## src/hw/otw_consts.svh

```systemverilog
/*
  Offsets, field positions, reset values and timing counts for the
  overtemperature warning and switching frequency select block.
  Assumes a 200 MHz core clock.
*/
`ifndef OTW_CONSTS_SVH
`define OTW_CONSTS_SVH

// ==================================================
// Register offsets
`define OTW_LIMIT_ADDR 16'hFE1A
`define OTW_FSW_ADDR 16'hFE1B

// ==================================================
// Fields and reset values
`define OTW_FSW_MSB 5
`define OTW_LIMIT_RST 8'h00
`define OTW_FSW_RST 6'h00
`define OTW_FSW_FREQ_RST 16'h0BBD
`define OTW_THR_LSB 1'h0

// ==================================================
// Timing
`define OTW_CLK_HZ 64'd200000000
`define OTW_DEBOUNCE_MS 64'd100
`define OTW_DEBOUNCE_CYC (`OTW_DEBOUNCE_MS * `OTW_CLK_HZ / 64'd1000)

`endif

```

## src/hw/otw_pkg.sv

```systemverilog
/*
  Types shared by the overtemperature warning block.
  Assumes otw_consts.svh supplies the numeric constants.
*/
package otw_pkg;
  typedef logic [7:0] otw_byte_type;
  typedef logic [8:0] otw_thr_type;
  typedef logic [5:0] otw_fsw_code_type;
  typedef logic [15:0] otw_fsw_freq_type;
endpackage

```

## src/hw/otw_top.sv

```systemverilog
/*
  Overtemperature warning threshold and switching frequency select.
  Holds the warning limit and the switching frequency code, compares
  the limit against the temperature converter reading with a debounce,
  and presents the selected switching frequency.
  Assumes a simple synchronous register port decoded from PMBus by the
  caller, and a converter reading from logic on the same clock.
*/
// Functional notes
// RULE1: Host writes 8-bit warning limit; it is widened to a 9-bit threshold.
// RULE2: Threshold compared with top nine bits of converter reading, reading below.
// RULE3: Reading below threshold sets the overtemperature warning flag.
// RULE4: Flag rises only after the condition holds continuously for 100 ms.
// RULE5: Limit code is linear, 3.125 mV per step over 0 to 800 mV.
// RULE6: 6-bit frequency code in bits 5:0 picks a fixed switching frequency.
// RULE7: Threshold is limit with a zero LSB appended; bits 7:6 read zero.
`timescale 1ns/1ps
`include "otw_consts.svh"
module otw_top
  import otw_pkg::*;
#(
  parameter int unsigned TEMP_W = 12,
  parameter int unsigned DEBOUNCE_CYC = 32'(`OTW_DEBOUNCE_CYC),
  parameter int unsigned DEB_CNT_W = 25
) (
  input wire logic i_clk,
  input wire logic i_rst_b,
  input wire logic i_reg_wr,
  input wire logic i_reg_rd,
  input wire logic [15:0] i_reg_addr,
  input wire logic [7:0] i_reg_wdata,
  output logic [7:0] o_reg_rdata,
  output logic o_reg_rvalid,
  input wire logic [TEMP_W-1:0] i_temp_sense_data,
  output logic o_ot_warn,
  output logic [5:0] o_fsw_code,
  output logic [15:0] o_fsw_freq
);
  // ==================================================
  // Frequency table, kHz times 100
  function automatic otw_fsw_freq_type fsw_freq(input otw_fsw_code_type code);
    case (code)
      6'h00: fsw_freq = 16'd3005;
      6'h01: fsw_freq = 16'd3255;
      6'h02: fsw_freq = 16'd3551;
      6'h03: fsw_freq = 16'd3906;
      6'h04: fsw_freq = 16'd4340;
      6'h05: fsw_freq = 16'd4883;
      6'h06: fsw_freq = 16'd5206;
      6'h07: fsw_freq = 16'd5580;
      6'h08: fsw_freq = 16'd6010;
      6'h09: fsw_freq = 16'd6510;
      6'h0A: fsw_freq = 16'd7102;
      6'h0B: fsw_freq = 16'd7813;
      6'h0C: fsw_freq = 16'd8681;
      6'h0D: fsw_freq = 16'd9766;
      6'h0E: fsw_freq = 16'd10081;
      6'h0F: fsw_freq = 16'd10417;
      6'h10: fsw_freq = 16'd10776;
      6'h11: fsw_freq = 16'd11161;
      6'h12: fsw_freq = 16'd11574;
      6'h13: fsw_freq = 16'd12019;
      6'h14: fsw_freq = 16'd12500;
      6'h15: fsw_freq = 16'd13021;
      6'h16: fsw_freq = 16'd13587;
      6'h17: fsw_freq = 16'd14205;
      6'h18: fsw_freq = 16'd14881;
      6'h19: fsw_freq = 16'd15625;
      6'h1A: fsw_freq = 16'd16447;
      6'h1B: fsw_freq = 16'd17361;
      6'h1C: fsw_freq = 16'd18382;
      6'h1D: fsw_freq = 16'd19531;
      6'h1E: fsw_freq = 16'd19841;
      6'h1F: fsw_freq = 16'd20161;
      6'h20: fsw_freq = 16'd20492;
      6'h21: fsw_freq = 16'd20833;
      6'h22: fsw_freq = 16'd21186;
      6'h23: fsw_freq = 16'd21552;
      6'h24: fsw_freq = 16'd21930;
      6'h25: fsw_freq = 16'd22321;
      6'h26: fsw_freq = 16'd22727;
      6'h27: fsw_freq = 16'd23148;
      6'h28: fsw_freq = 16'd23585;
      6'h29: fsw_freq = 16'd24038;
      6'h2A: fsw_freq = 16'd24510;
      6'h2B: fsw_freq = 16'd25000;
      6'h2C: fsw_freq = 16'd25510;
      6'h2D: fsw_freq = 16'd26042;
      6'h2E: fsw_freq = 16'd26596;
      6'h2F: fsw_freq = 16'd27174;
      6'h30: fsw_freq = 16'd27778;
      6'h31: fsw_freq = 16'd28409;
      6'h32: fsw_freq = 16'd29070;
      6'h33: fsw_freq = 16'd29762;
      6'h34: fsw_freq = 16'd30488;
      6'h35: fsw_freq = 16'd31250;
      6'h36: fsw_freq = 16'd32051;
      6'h37: fsw_freq = 16'd32895;
      6'h38: fsw_freq = 16'd33784;
      6'h39: fsw_freq = 16'd34722;
      6'h3A: fsw_freq = 16'd35714;
      6'h3B: fsw_freq = 16'd36765;
      6'h3C: fsw_freq = 16'd37879;
      6'h3D: fsw_freq = 16'd39063;
      6'h3E: fsw_freq = 16'd40323;
      6'h3F: fsw_freq = 16'd40323;
      default: fsw_freq = 16'd3005;
    endcase
  endfunction

  // ==================================================
  // Registers
  otw_byte_type overtemp_warning_limit_r;
  otw_fsw_code_type fsw_code_r;
  otw_thr_type thr;
  logic below_r;
  logic hit_lim;
  logic hit_fsw;

  assign hit_lim = (i_reg_addr == `OTW_LIMIT_ADDR);
  assign hit_fsw = (i_reg_addr == `OTW_FSW_ADDR);

  always_ff @(posedge i_clk or negedge i_rst_b)
  begin
    if (!i_rst_b)
      overtemp_warning_limit_r <= `OTW_LIMIT_RST;
    else if (i_reg_wr && hit_lim)
      overtemp_warning_limit_r <= i_reg_wdata; // RULE1 RULE5
  end

  always_ff @(posedge i_clk or negedge i_rst_b)
  begin
    if (!i_rst_b)
      fsw_code_r <= `OTW_FSW_RST;
    else if (i_reg_wr && hit_fsw)
      fsw_code_r <= i_reg_wdata[`OTW_FSW_MSB:0]; // RULE6
  end

  // ==================================================
  // Read port
  always_ff @(posedge i_clk or negedge i_rst_b)
  begin
    if (!i_rst_b)
    begin
      o_reg_rdata <= 8'h00;
      o_reg_rvalid <= 1'b0;
    end
    else
    begin
      o_reg_rvalid <= i_reg_rd;
      if (!i_reg_rd)
        o_reg_rdata <= 8'h00;
      else if (hit_lim)
        o_reg_rdata <= overtemp_warning_limit_r;
      else if (hit_fsw)
        o_reg_rdata <= {2'h0, fsw_code_r}; // RULE7
      else
        o_reg_rdata <= 8'h00;
    end
  end

  // ==================================================
  // Threshold compare
  assign thr = {overtemp_warning_limit_r, `OTW_THR_LSB}; // RULE7 RULE1

  always_ff @(posedge i_clk or negedge i_rst_b)
  begin
    if (!i_rst_b)
      below_r <= 1'b0;
    else
      below_r <= (i_temp_sense_data[TEMP_W-1 -: 9] < thr); // RULE2
  end

  otw_debounce #(
    .CYC(DEBOUNCE_CYC),
    .CNT_W(DEB_CNT_W)
  ) u_deb (
    .i_clk(i_clk),
    .i_rst_b(i_rst_b),
    .i_cond(below_r), // RULE3
    .o_flag(o_ot_warn)
  );

  // ==================================================
  // Frequency outputs
  always_ff @(posedge i_clk or negedge i_rst_b)
  begin
    if (!i_rst_b)
    begin
      o_fsw_code <= `OTW_FSW_RST;
      o_fsw_freq <= `OTW_FSW_FREQ_RST;
    end
    else
    begin
      o_fsw_code <= fsw_code_r;
      o_fsw_freq <= fsw_freq(fsw_code_r); // RULE6
    end
  end

  // ==================================================
  // Checks
  logic [31:0] run_r;
  always_ff @(posedge i_clk or negedge i_rst_b)
  begin
    if (!i_rst_b)
      run_r <= 32'h0;
    else if (!below_r)
      run_r <= 32'h0;
    else if (run_r != 32'hFFFFFFFF)
      run_r <= run_r + 32'h1;
  end

  limit_to_thr_a: assert property (@(posedge i_clk) disable iff (!i_rst_b) // RULE1
    (i_reg_wr && hit_lim) |=> (thr == {$past(i_reg_wdata), 1'b0}))
    else $error("threshold not formed from written limit");

  compare_below_a: assert property (@(posedge i_clk) disable iff (!i_rst_b) // RULE2
    ##1 (below_r == ($past(i_temp_sense_data[TEMP_W-1 -: 9]) < $past(thr))))
    else $error("compare result wrong");

  warn_needs_below_a: assert property (@(posedge i_clk) disable iff (!i_rst_b) // RULE3
    o_ot_warn |-> $past(below_r))
    else $error("warning without below condition");

  warn_debounce_a: assert property (@(posedge i_clk) disable iff (!i_rst_b) // RULE4
    $rose(o_ot_warn) |-> (run_r == DEBOUNCE_CYC))
    else $error("warning rose at wrong debounce count");

  limit_readback_a: assert property (@(posedge i_clk) disable iff (!i_rst_b) // RULE5
    (i_reg_rd && hit_lim) |=> (o_reg_rvalid && o_reg_rdata == $past(overtemp_warning_limit_r)))
    else $error("limit readback wrong");

  fsw_table_a: assert property (@(posedge i_clk) disable iff (!i_rst_b) // RULE6
    (i_reg_wr && hit_fsw && !i_reg_rd) |=> ##1 (o_fsw_freq == fsw_freq($past(i_reg_wdata[5:0], 2))))
    else $error("switching frequency output wrong");

  fsw_rsvd_zero_a: assert property (@(posedge i_clk) disable iff (!i_rst_b) // RULE7
    (i_reg_rd && hit_fsw) |=> (o_reg_rdata[7:6] == 2'h0))
    else $error("reserved frequency bits not zero");
endmodule

```

## src/hw/otw_debounce.sv

```systemverilog
/*
  Debounce filter: output rises once the input has been high for
  CYC consecutive clocks, falls as soon as the input drops.
  Assumes the input is synchronous to i_clk.
*/
`timescale 1ns/1ps
module otw_debounce #(
  parameter int unsigned CYC = 20000000,
  parameter int unsigned CNT_W = 25
) (
  input wire logic i_clk,
  input wire logic i_rst_b,
  input wire logic i_cond,
  output logic o_flag
);
  // ==================================================
  // Hold counter
  logic [CNT_W-1:0] cnt_r;

  always_ff @(posedge i_clk or negedge i_rst_b)
  begin
    if (!i_rst_b)
      cnt_r <= '0;
    else if (!i_cond)
      cnt_r <= '0;
    else if (cnt_r != CNT_W'(CYC - 1))
      cnt_r <= cnt_r + CNT_W'(1);
  end

  // ==================================================
  // Flag
  always_ff @(posedge i_clk or negedge i_rst_b)
  begin
    if (!i_rst_b)
      o_flag <= 1'b0;
    else if (!i_cond)
      o_flag <= 1'b0;
    else if (cnt_r == CNT_W'(CYC - 1))
      o_flag <= 1'b1; // RULE4
  end
endmodule

```

## config.mk

```make
export PLATFORM = sky130hd
export DESIGN_NAME = otw_top
export DESIGN_NICKNAME = d
export VERILOG_FILES = /design/src/hw/otw_pkg.sv /design/src/hw/otw_top.sv /design/src/hw/otw_debounce.sv
export VERILOG_INCLUDE_DIRS = /design/src /design/src/hw
export SDC_FILE = /design/constraint.sdc
export NUM_CORES = 1
export LEC_CHECK = 0
export ABC_AREA = 1
export BUFFER_PORTS_ARGS = -buffer_cell sky130_fd_sc_hd__buf_2
export CELL_PAD_IN_SITES_DETAIL_PLACEMENT = 1
export CELL_PAD_IN_SITES_GLOBAL_PLACEMENT = 1
export CORE_UTILIZATION = 41
export CTS_BUF_LIST = sky130_fd_sc_hd__clkbuf_16
export CTS_CLUSTER_SIZE = 8
export DETAILED_ROUTE_END_ITERATION = 16
export PLACE_DENSITY = 0.79
export SYNTH_ARGS = -nofsm -noshare
export SYNTH_HDL_FRONTEND = slang
export SYNTH_HIERARCHICAL = 1
export SYNTH_SLANG_ARGS = --single-unit
```

## constraint.sdc

```tcl
create_clock -name i_clk -period 2.37 [get_ports i_clk]
set_input_delay 0.474 -clock i_clk [delete_from_list [all_inputs] [get_ports i_clk]]
set_output_delay 0.474 -clock i_clk [all_outputs]
set_load 0.02 [all_outputs]
```

==> results of run 1 <==
## power by group through the flow
stage	registers [mW]	clock network, mW	logic (mW)
after global placement	1.26	0	0.130
after CTS	1.24	1.39	0.137
after detailed placement	1.26	0	0.136
after global routing	1.24	1.44	0.152
after floorplan	1.26	0	0.0503
final	1.24	1.36	0.133
## registers in the layout, indices dropped and copies added (netlist names)
name / flops
o_fsw_freq: 16
below_r: 1
u_deb/o_flag: 1
u_deb/cnt_r: 25
fsw_code_r: 6
o_fsw_code: 6
overtemp_warning_limit_r: 8
o_reg_rdata: 8
o_reg_rvalid: 1
## metrics by stage
stage / instances / hold slack [ns] / area (sq um)
2_1_floorplan: 687 / 0.178 / 4840
3_3_place_gp: 887 / 0.451 / 5300
3_5_place_dp: 887 / 0.458 / 5300
4_1_cts: 903 / 0.0885 / 5590
5_1_grt: 903 / 0.0986 / 5590
6_report: 903 / 0.0726 / 5590
## kinds of logic (layout without fill, tap and decap cells)
| family | after synthesis | after routing |
|---|---|---|
| adder cells (fa/ha/maj) | 19 | 19 |
| AND/OR/NAND/NOR | 412 | 412 |
| AO/OA/AOI/OAI | 89 | 89 |
| XOR/XNOR | 5 | 5 |
| buffers and inverters | 90 | 163 |
| flip-flops | 72 | 72 |
## cell type report
type,count,area (sq um),share of cell area [%]
sequential,72,1810,32.4
clock inverter,7,62.6,1.12
clock buffer,9,225,4.03
timing repair buffer,79,440,7.88
inverter,68,258,4.61
multi-input combinational,525,2610,46.7
tap,143,179,3.20
## worst min-delay path by stage
stage,start,to,slack (ns)
CTS,i_rst_b,u_deb/cnt_r[1]$_DFFE_PN0P_,0.09
global placement,i_rst_b,u_deb/cnt_r[0]$_DFFE_PN0P_,0.45
global route,i_rst_b,u_deb/o_flag$_DFFE_PN0P_,0.1
floorplan,i_rst_b,below_r$_DFF_PN0_,0.18
finish,i_rst_b,u_deb/o_flag$_DFFE_PN0P_,0.07
detailed placement,i_rst_b,u_deb/o_flag$_DFFE_PN0P_,0.46
## worst max-delay path: cells and delay by family (launching register included)
family,cells,cell delay (ns)
flops,1,0.77
buf+inv,2,0.36
simple gates,7,0.74
## synthesized netlist by cell type, types with 2 or more instances
cell and instances:
nand2_1 217, nor2_1 89, dfrtp_1 63, inv_1 63
nand3_1 56, a21oi_1 30, o21ai_0 30, ha_1 19
nand2_2 14, o21ai_2 13, dfstp_2 9, nor2_2 9
buf_2 8, nor3_1 7, buf_6 6, o21ai_1 5
or2_2 5, buf_4 4, inv_2 4, nor2_4 4
xnor2_1 4, clkbuf_1 3, nand4_1 3, o211ai_1 3
a21boi_0 2, nand2_4 2, nor2_8 2, o21bai_1 2
## layer usage
metal	GRT usage [%]	vias up
met3	4.17	18
met5	0	-
met2	44.8	131
met1	34.2	2322
met4	8.62	0
li1	-	2307
==> impl_metrics.py, run 1 <==
metrics = {
    "status": {
        "status": "complete, no violations",
    },
    "clocking": {
        "cts_resized": 0,
        "cts.sinks": 72,
        "cts-root-buf": "clkbuf_16",
        "h-tree-depth": 3,
        "cts_buffers": 9,
        "post_cts_buffers": 0,
        "hold_buffers": 0,
        "clkTransAtPathRegs_ns": 0.06,
        "clockBufferDepth": 2,
        "insertion_delay_ns": 0.34,
        "cts_tree": "built",
    },
    "worst_setup_path": {
        "startpoint": "fsw_code_r[2]$_DFFE_PN0P_",
        "worst_path_most_repeated_cell": "nand2_1",
        "crit_fanout": 19,
        "r2r_slack_ns": 0.42,
        "crit_slowest_cell": "dfrtp_1",
        "crit_path_start_kind": "flip-flop",
        "cp.required_ns": 2.65,
        "crit_path_end_kind": "flip-flop",
        "cpPeakStageDelay_ns": 0.77,
        "crit_type": "flip-flop to flip-flop",
        "r2r-end": "o_fsw_freq[0]$_DFF_PN1_",
        "regToRegStartpoint": "fsw_code_r[2]$_DFFE_PN0P_",
        "crit_chain": "buf_4, nor2_1, nor2_1, nand2_1, nand2_1, nand2_1, nand2_1, inv_1, nand2_1",
        "worstPathArrival_ns": 2.23,
        "reg2reg_depth": 9,
        "crit_end": "o_fsw_freq[0]$_DFF_PN1_",
    },
    "drt": {
        "drtIter0Drc": 319,
        "m1WireLength_um": 6750,
        "dr.max_layer_used": "met4",
        "wl_per_cell_um": 16.6,
        "wl_met2_um": 7370,
        "drtPass1Iterations": 5,
        "viasPerCell": 5.29,
        "wirelength_um": 15000,
        "vias": 4778,
        "route.met3.wl_um": 628,
        "ant_nets": 0,
        "drc": 0,
    },
    "power_and_ir_drop": {
        "pwr_density_cell_mw_per_mm2": 489,
        "ir_drop_v": 0.000390,
        "sequentialPowerShare_pct": 45.4,
        "power_frac_comb_pct": 4.9,
        "totalPowerFinal_mw": 2.73,
        "p_sw_uw": 646,
        "p_leak_nw": 2.76,
        "switching_share_pct": 23.6,
        "p_int_mw": 2.09,
        "power_frac_clock_pct": 49.7,
    },
    "layout": {
        "antennaDiodeCount": 0,
        "layout_commonest_cell": "nand2_1",
        "fillers": 1492,
        "syn_to_final_growth_pct": 15.6,
        "layout-drive-gt1-share_pct": 20.7,
        "final_util_pct": 48.7,
        "final_cell_mix": "nand2_1 (217), nor2_1 (89), buf_2 (66)",
        "fin_nets": 814,
    },
    "timing": {
        "clock_skew_ns": 0.00958,
        "fmax_mhz": 512,
        "period_minus_slack_ns": 1.95,
        "fin_crit_sh_pct": 82.4,
        "worst_slew_pin_slew_ns": 0.662,
        "slew_violations": 0,
        "tns_ns": 0,
        "max-slew-margin-rel_pct": 55.9,
        "rsz0062_at_grt": "false",
        "layout_setup_ws_ns": 0.418,
        "finalHoldViolations": 0,
        "finalSetupViolCount": 0,
    },
    "yosys": {
        "synth_edf_count": 0,
        "synth_fp_nets": 746,
        "yosysTopAreaCellShare_pct": 32.6,
        "synth_ff_type": "dfrtp_1",
        "synth_warnings": 6,
        "synth-xor-area-share_pct": 0.906,
        "synth-adder-area-share_pct": 4.92,
        "async_flop_share_pct": 100,
        "synth_top_family_by_area": "simple AND/OR/NAND/NOR gates",
        "synth-seq-area-share_pct": 37.5,
        "synth_cell_types": 39,
        "synth_area_leader_cell": "dfrtp_1",
        "ys_ff_latch": 72,
        "synth_area_leaders": "dfrtp_1 (33%), nand2_1 (17%), nor2_1 (6.9%)",
        "synth_cells": 687,
        "syn_area_sq_mm": 0.00484,
        "synthMuxAreaShare_pct": 0,
        "synth_compound_area_share_pct": 10.8,
        "syn_area_per_cell_sq_um": 7.04,
        "synthSimpleGateAreaFrac_pct": 37.4,
    },
    "global_routing": {
        "antenna_found_initial": 0,
        "grt_max_degree": 33,
        "grt_pass1_vias": 5073,
        "grt_pass1_wl_um": 25800,
        "track_usage_pct": 26.4,
        "overflow": 0,
    },
    "place": {
        "place_hpwl_um": 11300,
        "pre_cts_ws_ns": 0.488,
        "gp_congestion": 0.939,
        "io_buffers": 67,
    },
    "die": {
        "start_util_pct": 42.2,
        "dieArea_sq_mm": 0.0122,
        "io_pins": 72,
        "die_h_um": 111,
        "core_area_sq_mm": 0.0115,
        "die_x_um": 111,
        "fp-row-count": 39,
    },
    "flow_run": {
        "max_cap_violations": 0,
    },
    "hold_path": {
        "worstHoldPathType": "input pin to async pin",
    },
}
No activity file was read; power rests on OpenSTA's default activity.
==> inputs of run 2 (changes only) <==
==> constraint.sdc (replaced) <==
create_clock -name i_clk -period 1.89 [get_ports i_clk]
set_input_delay 0.378 -clock i_clk [delete_from_list [all_inputs] [get_ports i_clk]]
set_output_delay 0.378 -clock i_clk [all_outputs]
set_load 0.02 [all_outputs]
==> impl_metrics.py, run 2 (synthesis gave the netlist of run 1 again) <==
metrics = {
    "drt": {
        "viasPerCell": 5.35,
        "drtPass1Iterations": 5,
        "wirelength_um": 15300,
        "dr.max_layer_used": "met4",
        "m1WireLength_um": 6630,
        "vias": 4866,
        "drtIter0Drc": 266,
        "ant_nets": 0,
        "wl_per_cell_um": 16.9,
        "drc": 0,
        "wl_met2_um": 7580,
        "route.met3.wl_um": 743,
    },
    "layout": {
        "syn_to_final_growth_pct": 16.2,
        "reg_top3": "u_deb/cnt_r x25, o_fsw_freq x16",
        "largest_register": "u_deb/cnt_r",
        "layout_commonest_cell": "nand2_1",
        "layout-drive-gt1-share_pct": 21.4,
        "largest_reg_flops": 25,
        "antennaDiodeCount": 0,
        "final_cell_mix": "nand2_1 (217), nor2_1 (89), buf_2 (66)",
        "final_area_sq_mm": 0.00562,
        "fin_nets": 820,
    },
    "timing": {
        "worst_slew_pin_slew_ns": 0.616,
        "fmax_mhz": 582,
        "rsz0062_at_grt": "false",
        "slew_violations": 0,
        "finalSetupViolCount": 0,
        "fin_crit_sh_pct": 91.0,
        "fin_hold_ws_ns": 0.180,
        "clock_skew_ns": 0.00955,
        "period_minus_slack_ns": 1.72,
        "finalHoldViolations": 0,
        "tns_ns": 0,
        "layout_setup_ws_ns": 0.170,
        "max-slew-margin-rel_pct": 58.9,
    },
    "status": {
        "status": "complete, no violations",
    },
    "clocking": {
        "cts-root-buf": "clkbuf_16",
        "clkTransAtPathRegs_ns": 0.06,
        "clockBufferDepth": 2,
        "post_cts_buffers": 0,
        "insertion_delay_ns": 0.34,
        "h-tree-depth": 3,
        "cts_tree": "built",
        "cts_buffers": 9,
        "cts.sinks": 72,
    },
    "global_routing": {
        "overflow": 0,
        "grt_max_degree": 56,
        "grt_pass1_vias": 5257,
        "track_usage_pct": 26.3,
        "grt_pass1_wl_um": 25800,
        "antenna_found_initial": 0,
    },
    "worst_setup_path": {
        "crit_fanout": 7,
        "crit_path_end_kind": "flip-flop",
        "regToRegStartpoint": "u_deb/cnt_r[0]$_DFFE_PN0P_",
        "worst_path_most_repeated_cell": "nor2_8",
        "cp.required_ns": 2.12,
        "crit_path_start_kind": "flip-flop",
        "reg2reg_depth": 8,
        "crit_slowest_cell": "dfrtp_1",
        "r2r-end": "u_deb/cnt_r[8]$_DFFE_PN0P_",
        "r2r_slack_ns": 0.17,
        "crit_chain": "ha_1, inv_2, nor2_8, nand2_4, nor2_8, nand3_4, nand2_1, inv_1",
        "crit_type": "flip-flop to flip-flop",
        "worstPathArrival_ns": 1.95,
        "cpPeakStageDelay_ns": 0.46,
    },
    "hold_path": {
        "worstHoldPathType": "input pin to flip-flop",
        "min_to": "o_reg_rvalid$_DFF_PN0_",
        "holdPathStages": 1,
        "min_from": "i_reg_rd",
    },
    "place": {
        "place_hpwl_um": 11400,
        "dpl_cell_area_sq_mm": 0.00534,
        "pre_cts_ws_ns": 0.194,
        "gp_congestion": 0.916,
        "io_buffers": 67,
    },
    "die": {
        "core_area_sq_mm": 0.0115,
        "dieArea_sq_mm": 0.0122,
        "io_pins": 72,
        "die_x_um": 111,
        "fp-row-count": 39,
        "start_util_pct": 42.2,
        "die_h_um": 111,
    },
    "power_and_ir_drop": {
        "p_leak_nw": 2.79,
        "pwr_density_cell_mw_per_mm2": 590,
        "ir_drop_v": 0.000401,
    },
    "flow_run": {
        "max_cap_violations": 0,
    },
}
## run 2: layout make-up
class,instances,area [sq um]
Fill cell,1492,5850
Multi-Input combinational cell,525,2610
Sequential cell,72,1810
Timing Repair Buffer,85,488
Inverter,68,258
Clock buffer,9,225
Tap cell,143,179
Clock inverter,7,47.5
## run 2: worst max path at each step
| stage | cells past startpoint | start | slack, ns | endpoint |
|---|---|---|---|---|
| 2_1_floorplan | 9 | fsw_code_r[0]$_DFFE_PN0P_ | 0.17 | o_fsw_freq[1]$_DFF_PN0_ |
| 3_3_place_gp | 8 | u_deb/cnt_r[0]$_DFFE_PN0P_ | 0.25 | u_deb/cnt_r[8]$_DFFE_PN0P_ |
| 3_5_place_dp | 8 | u_deb/cnt_r[0]$_DFFE_PN0P_ | 0.19 | u_deb/cnt_r[8]$_DFFE_PN0P_ |
| 4_1_cts | 8 | u_deb/cnt_r[0]$_DFFE_PN0P_ | 0.17 | u_deb/cnt_r[8]$_DFFE_PN0P_ |
| 5_1_grt | 9 | fsw_code_r[2]$_DFFE_PN0P_ | 0.05 | o_fsw_freq[0]$_DFF_PN1_ |
| 6_report | 8 | u_deb/cnt_r[0]$_DFFE_PN0P_ | 0.17 | u_deb/cnt_r[8]$_DFFE_PN0P_ |
## run 2: timing repair
action	in CTS	in global routing
gates resized for setup	0	0
endpoints found under the hold margin	17	0
hold buffers	1	0
## run 2: per-stage QoR
| step | power [mW] | instances | utilization [%] |
|---|---|---|---|
| floorplan | 1.65 | 687 | - |
| detailed placement | 1.75 | 892 | 46.6 |
| global placement | 1.74 | 892 | 46.6 |
| CTS | 3.35 | 909 | 49.0 |
| global route | 3.44 | 909 | 49.0 |
| finish | 3.32 | 909 | 49.0 |
## run 2: layer usage
layer / vias to the layer above / track usage [%]
li1: 2327 / -
met1: 2339 / 33.3
met2: 165 / 45.0
met3: 35 / 3.90
met4: 0 / 10.8
met5: - / 0
## run 2: worst max-delay path, delay by kind of cell (launching register included)
| kind | cells | cell delay, ns |
|---|---|---|
| and+or+nand+nor | 5 | 0.68 |
| DFF | 1 | 0.46 |
| adders and majority gates | 1 | 0.33 |
| buffers and inverters | 2 | 0.15 |
## run 2: power by group
part           switching [mW]  total, mW  internal, mW
clock network           0.705       1.59         0.888
registers             0.00679       1.56          1.55
logic                   0.110      0.167        0.0574
==> inputs of run 3 (changes only) <==
--- a/config.mk
+++ b/config.mk
@@ -6,11 +6,10 @@
 export SDC_FILE = /design/constraint.sdc
 export NUM_CORES = 1
 export LEC_CHECK = 0
-export ABC_AREA = 1
 export BUFFER_PORTS_ARGS = -buffer_cell sky130_fd_sc_hd__buf_2
 export CELL_PAD_IN_SITES_DETAIL_PLACEMENT = 1
 export CELL_PAD_IN_SITES_GLOBAL_PLACEMENT = 1
-export CORE_UTILIZATION = 41
+export CORE_UTILIZATION = 44
 export CTS_BUF_LIST = sky130_fd_sc_hd__clkbuf_16
 export CTS_CLUSTER_SIZE = 8
 export DETAILED_ROUTE_END_ITERATION = 16
==> impl_metrics.py, run 3 <==
metrics = {
    "status": {
        "status": "finished, violations left",
        "violations": "negative setup slack",
    },
    "place": {
        "placed_cells": 712,
        "place_hpwl_um": 10600,
        "io_buffers": 67,
        "gp_congestion": 0.917,
    },
    "global_routing": {
        "overflow": 0,
        "grt_max_degree": 73,
        "antenna_found_initial": 0,
        "grt_pass1_vias": 4773,
        "grt_pass1_wl_um": 24700,
        "track_usage_pct": 28.8,
    },
    "layout": {
        "layout.cells.non_filler": 741,
        "antennaDiodeCount": 0,
        "largest_register": "u_deb/cnt_r",
        "layout_commonest_cell": "buf_2",
        "reg_top3": "u_deb/cnt_r x25, o_fsw_freq x16",
        "fin_nets": 659,
        "largest_reg_flops": 25,
        "syn_to_final_growth_pct": 27.3,
        "layout-drive-gt1-share_pct": 36.7,
        "final_cell_mix": "buf_2 (66), dfrtp_1 (59), buf_4 (59)",
    },
    "die": {
        "dieArea_sq_mm": 0.0111,
        "die_h_um": 105,
        "io_pins": 72,
        "fp-row-count": 37,
        "start_util_pct": 45.4,
        "die_x_um": 105,
        "core_area_sq_mm": 0.0103,
    },
    "yosys": {
        "syn_area_per_cell_sq_um": 9.52,
        "synth_area_leader_cell": "dfrtp_1",
        "ys_ff_latch": 72,
        "yosysTopAreaCellShare_pct": 33.6,
        "async_flop_share_pct": 100,
        "synth-seq-area-share_pct": 38.7,
        "synth_warnings": 6,
        "synth_fp_nets": 551,
        "synth_edf_count": 0,
        "yosysMostFrequentCell": "dfrtp_1",
        "syn_area_sq_mm": 0.00469,
        "synth_cell_types": 73,
        "synth_ff_type": "dfrtp_1",
        "synth.top_cells.by_count": "dfrtp_1 (63), nor2_1 (37), nand2_1 (28), a21oi_1 (23)",
        "synth_area_leaders": "dfrtp_1 (34%), ha_1 (5.1%), dfstp_2 (5.0%)",
        "synth_cells": 492,
    },
    "drt": {
        "vias": 4416,
        "drtIter0Drc": 269,
        "drc": 0,
        "wirelength_um": 15400,
        "viasPerCell": 5.96,
        "wl_per_cell_um": 20.7,
        "drtPass1Iterations": 5,
        "ant_nets": 0,
    },
    "worst_setup_path": {
        "regToRegStartpoint": "fsw_code_r[0]$_DFFE_PN0P_",
        "crit_path_end_kind": "flip-flop",
        "worstPathArrival_ns": 2.11,
        "startpoint": "fsw_code_r[0]$_DFFE_PN0P_",
        "crit_type": "flip-flop to flip-flop",
        "crit_path_start_kind": "flip-flop",
        "cp.required_ns": 2.09,
        "crit_fanout": 6,
    },
    "timing": {
        "period_minus_slack_ns": 1.91,
        "max-slew-margin-rel_pct": 55.0,
        "slew_violations": 0,
        "fin_crit_sh_pct": 101,
        "rsz0062_at_grt": "true",
        "fmax_mhz": 524,
        "finalHoldViolations": 0,
        "finalSetupViolCount": 1,
        "fin_hold_ws_ns": 0.0318,
        "worst_slew_pin_slew_ns": 0.675,
        "layout_setup_ws_ns": -0.0175,
        "clock_skew_ns": 0.00753,
    },
    "power_and_ir_drop": {
        "p_leak_nw": 2.65,
        "ir_drop_v": 0.000678,
        "pwr_density_cell_mw_per_mm2": 564,
    },
    "hold_path": {
        "worstHoldPathType": "input pin to async pin",
    },
    "clocking": {
        "cts_buffers": 9,
        "h-tree-depth": 3,
        "cts-root-buf": "clkbuf_16",
        "insertion_delay_ns": 0.35,
        "clkTransAtPathRegs_ns": 0.07,
        "cts_tree": "built",
        "clockBufferDepth": 2,
        "hold_buffers": 0,
        "cts.sinks": 72,
    },
    "flow_run": {
        "max_cap_violations": 0,
    },
}
run 3: cell count changes after synthesis, sizes merged, moves of 13 or more:
cell,before,now
mux2,0,15
nand2b,0,21
nor2b,0,14
mux2i,0,13
nor2,104,37
inv,68,14
and2,1,18
o21ai,48,21
nand3,57,12
nand2,233,29
run 3: layer usage:
metal,vias to the layer above,share of wire (%),global-route usage [%]
met5,-,0,0
met3,36,4.3,5.61
met4,0,2.5,10.3
met1,2245,41,34.4
li1,2001,-,-
met2,134,52,51.1
run 3: path summary, 6_finish.rpt:
kind                                                to  slack [ns]  depth (start not counted)
setup / recovery               o_fsw_freq[1]$_DFF_PN0_       -0.02                          6
hold / removal             u_deb/cnt_r[18]$_DFFE_PN0P_        0.03                          2
min in group i_clk              o_reg_rvalid$_DFF_PN0_        0.17                          1
hold reg to reg               u_deb/o_flag$_DFFE_PN0P_        0.51                          1
setup reg to reg               o_fsw_freq[1]$_DFF_PN0_       -0.02                          6
max in group asynchronous      o_fsw_freq[2]$_DFF_PN1_        1.50                          2
run 3: area by class of cell:
cell class / instances / area (sq um)
Clock buffer: 9 / 225
Sequential cell: 72 / 1820
Clock inverter: 7 / 65.1
Fill cell: 1181 / 4360
Multi-Input combinational cell: 372 / 2750
Timing Repair Buffer: 130 / 873
Tap cell: 136 / 170
Inverter: 15 / 66.3
run 3: cell families (layout without fill, tap and decap cells):
logic type      count (synthesis)  in the layout  synth area share, %
flops                          72             72                 38.7
compound gates                114            114                 16.7
buf+inv                        48            161                 4.97
fa+ha+maj                      19             19                 5.07
simple gates                  192            192                 24.0
mux                            30             30                 7.34
xor+xnor                       17             17                 3.18
run 3: metrics by stage:
stage / util, % / setup TNS (ns) / cell area, sq um / worst slack [ns] / power [mW]
floorplan: - / -0.0284 / 4740 / -0.0284 / 1.63
global placement: 53.1 / 0 / 5490 / 0.0162 / 1.72
detailed placement: 53.1 / -0.188 / 5490 / -0.143 / 1.73
CTS: 56.3 / 0 / 5810 / 0.000872 / 3.39
global route: 57.8 / -0.0575 / 5970 / -0.0251 / 3.47
finish: 57.8 / -0.0175 / 5970 / -0.0175 / 3.37
run 3: where the power goes:
group,switching [mW],internal [mW]
Combinational,0.0824,0.0653
Sequential,0.00949,1.55
Clock,0.747,0.913
Total,0.839,2.53
run 3: what timing repair did:
item / in CTS / in global routing
hold endpoints to repair: 0 / 0
setup endpoints to repair: 5 / 16
setup buffers: 2 / 11
resized for setup: 5 / 17
pin swaps: 5 / 5
run 3: worst max-delay path: stages, from the launching register on:
cell        delay [ns]
dfrtp_2           0.43
clkinvlp_4        0.19
buf_4             0.18
ha_1              0.27
nor2b_1           0.18
nor3_1            0.35
o211ai_1          0.17
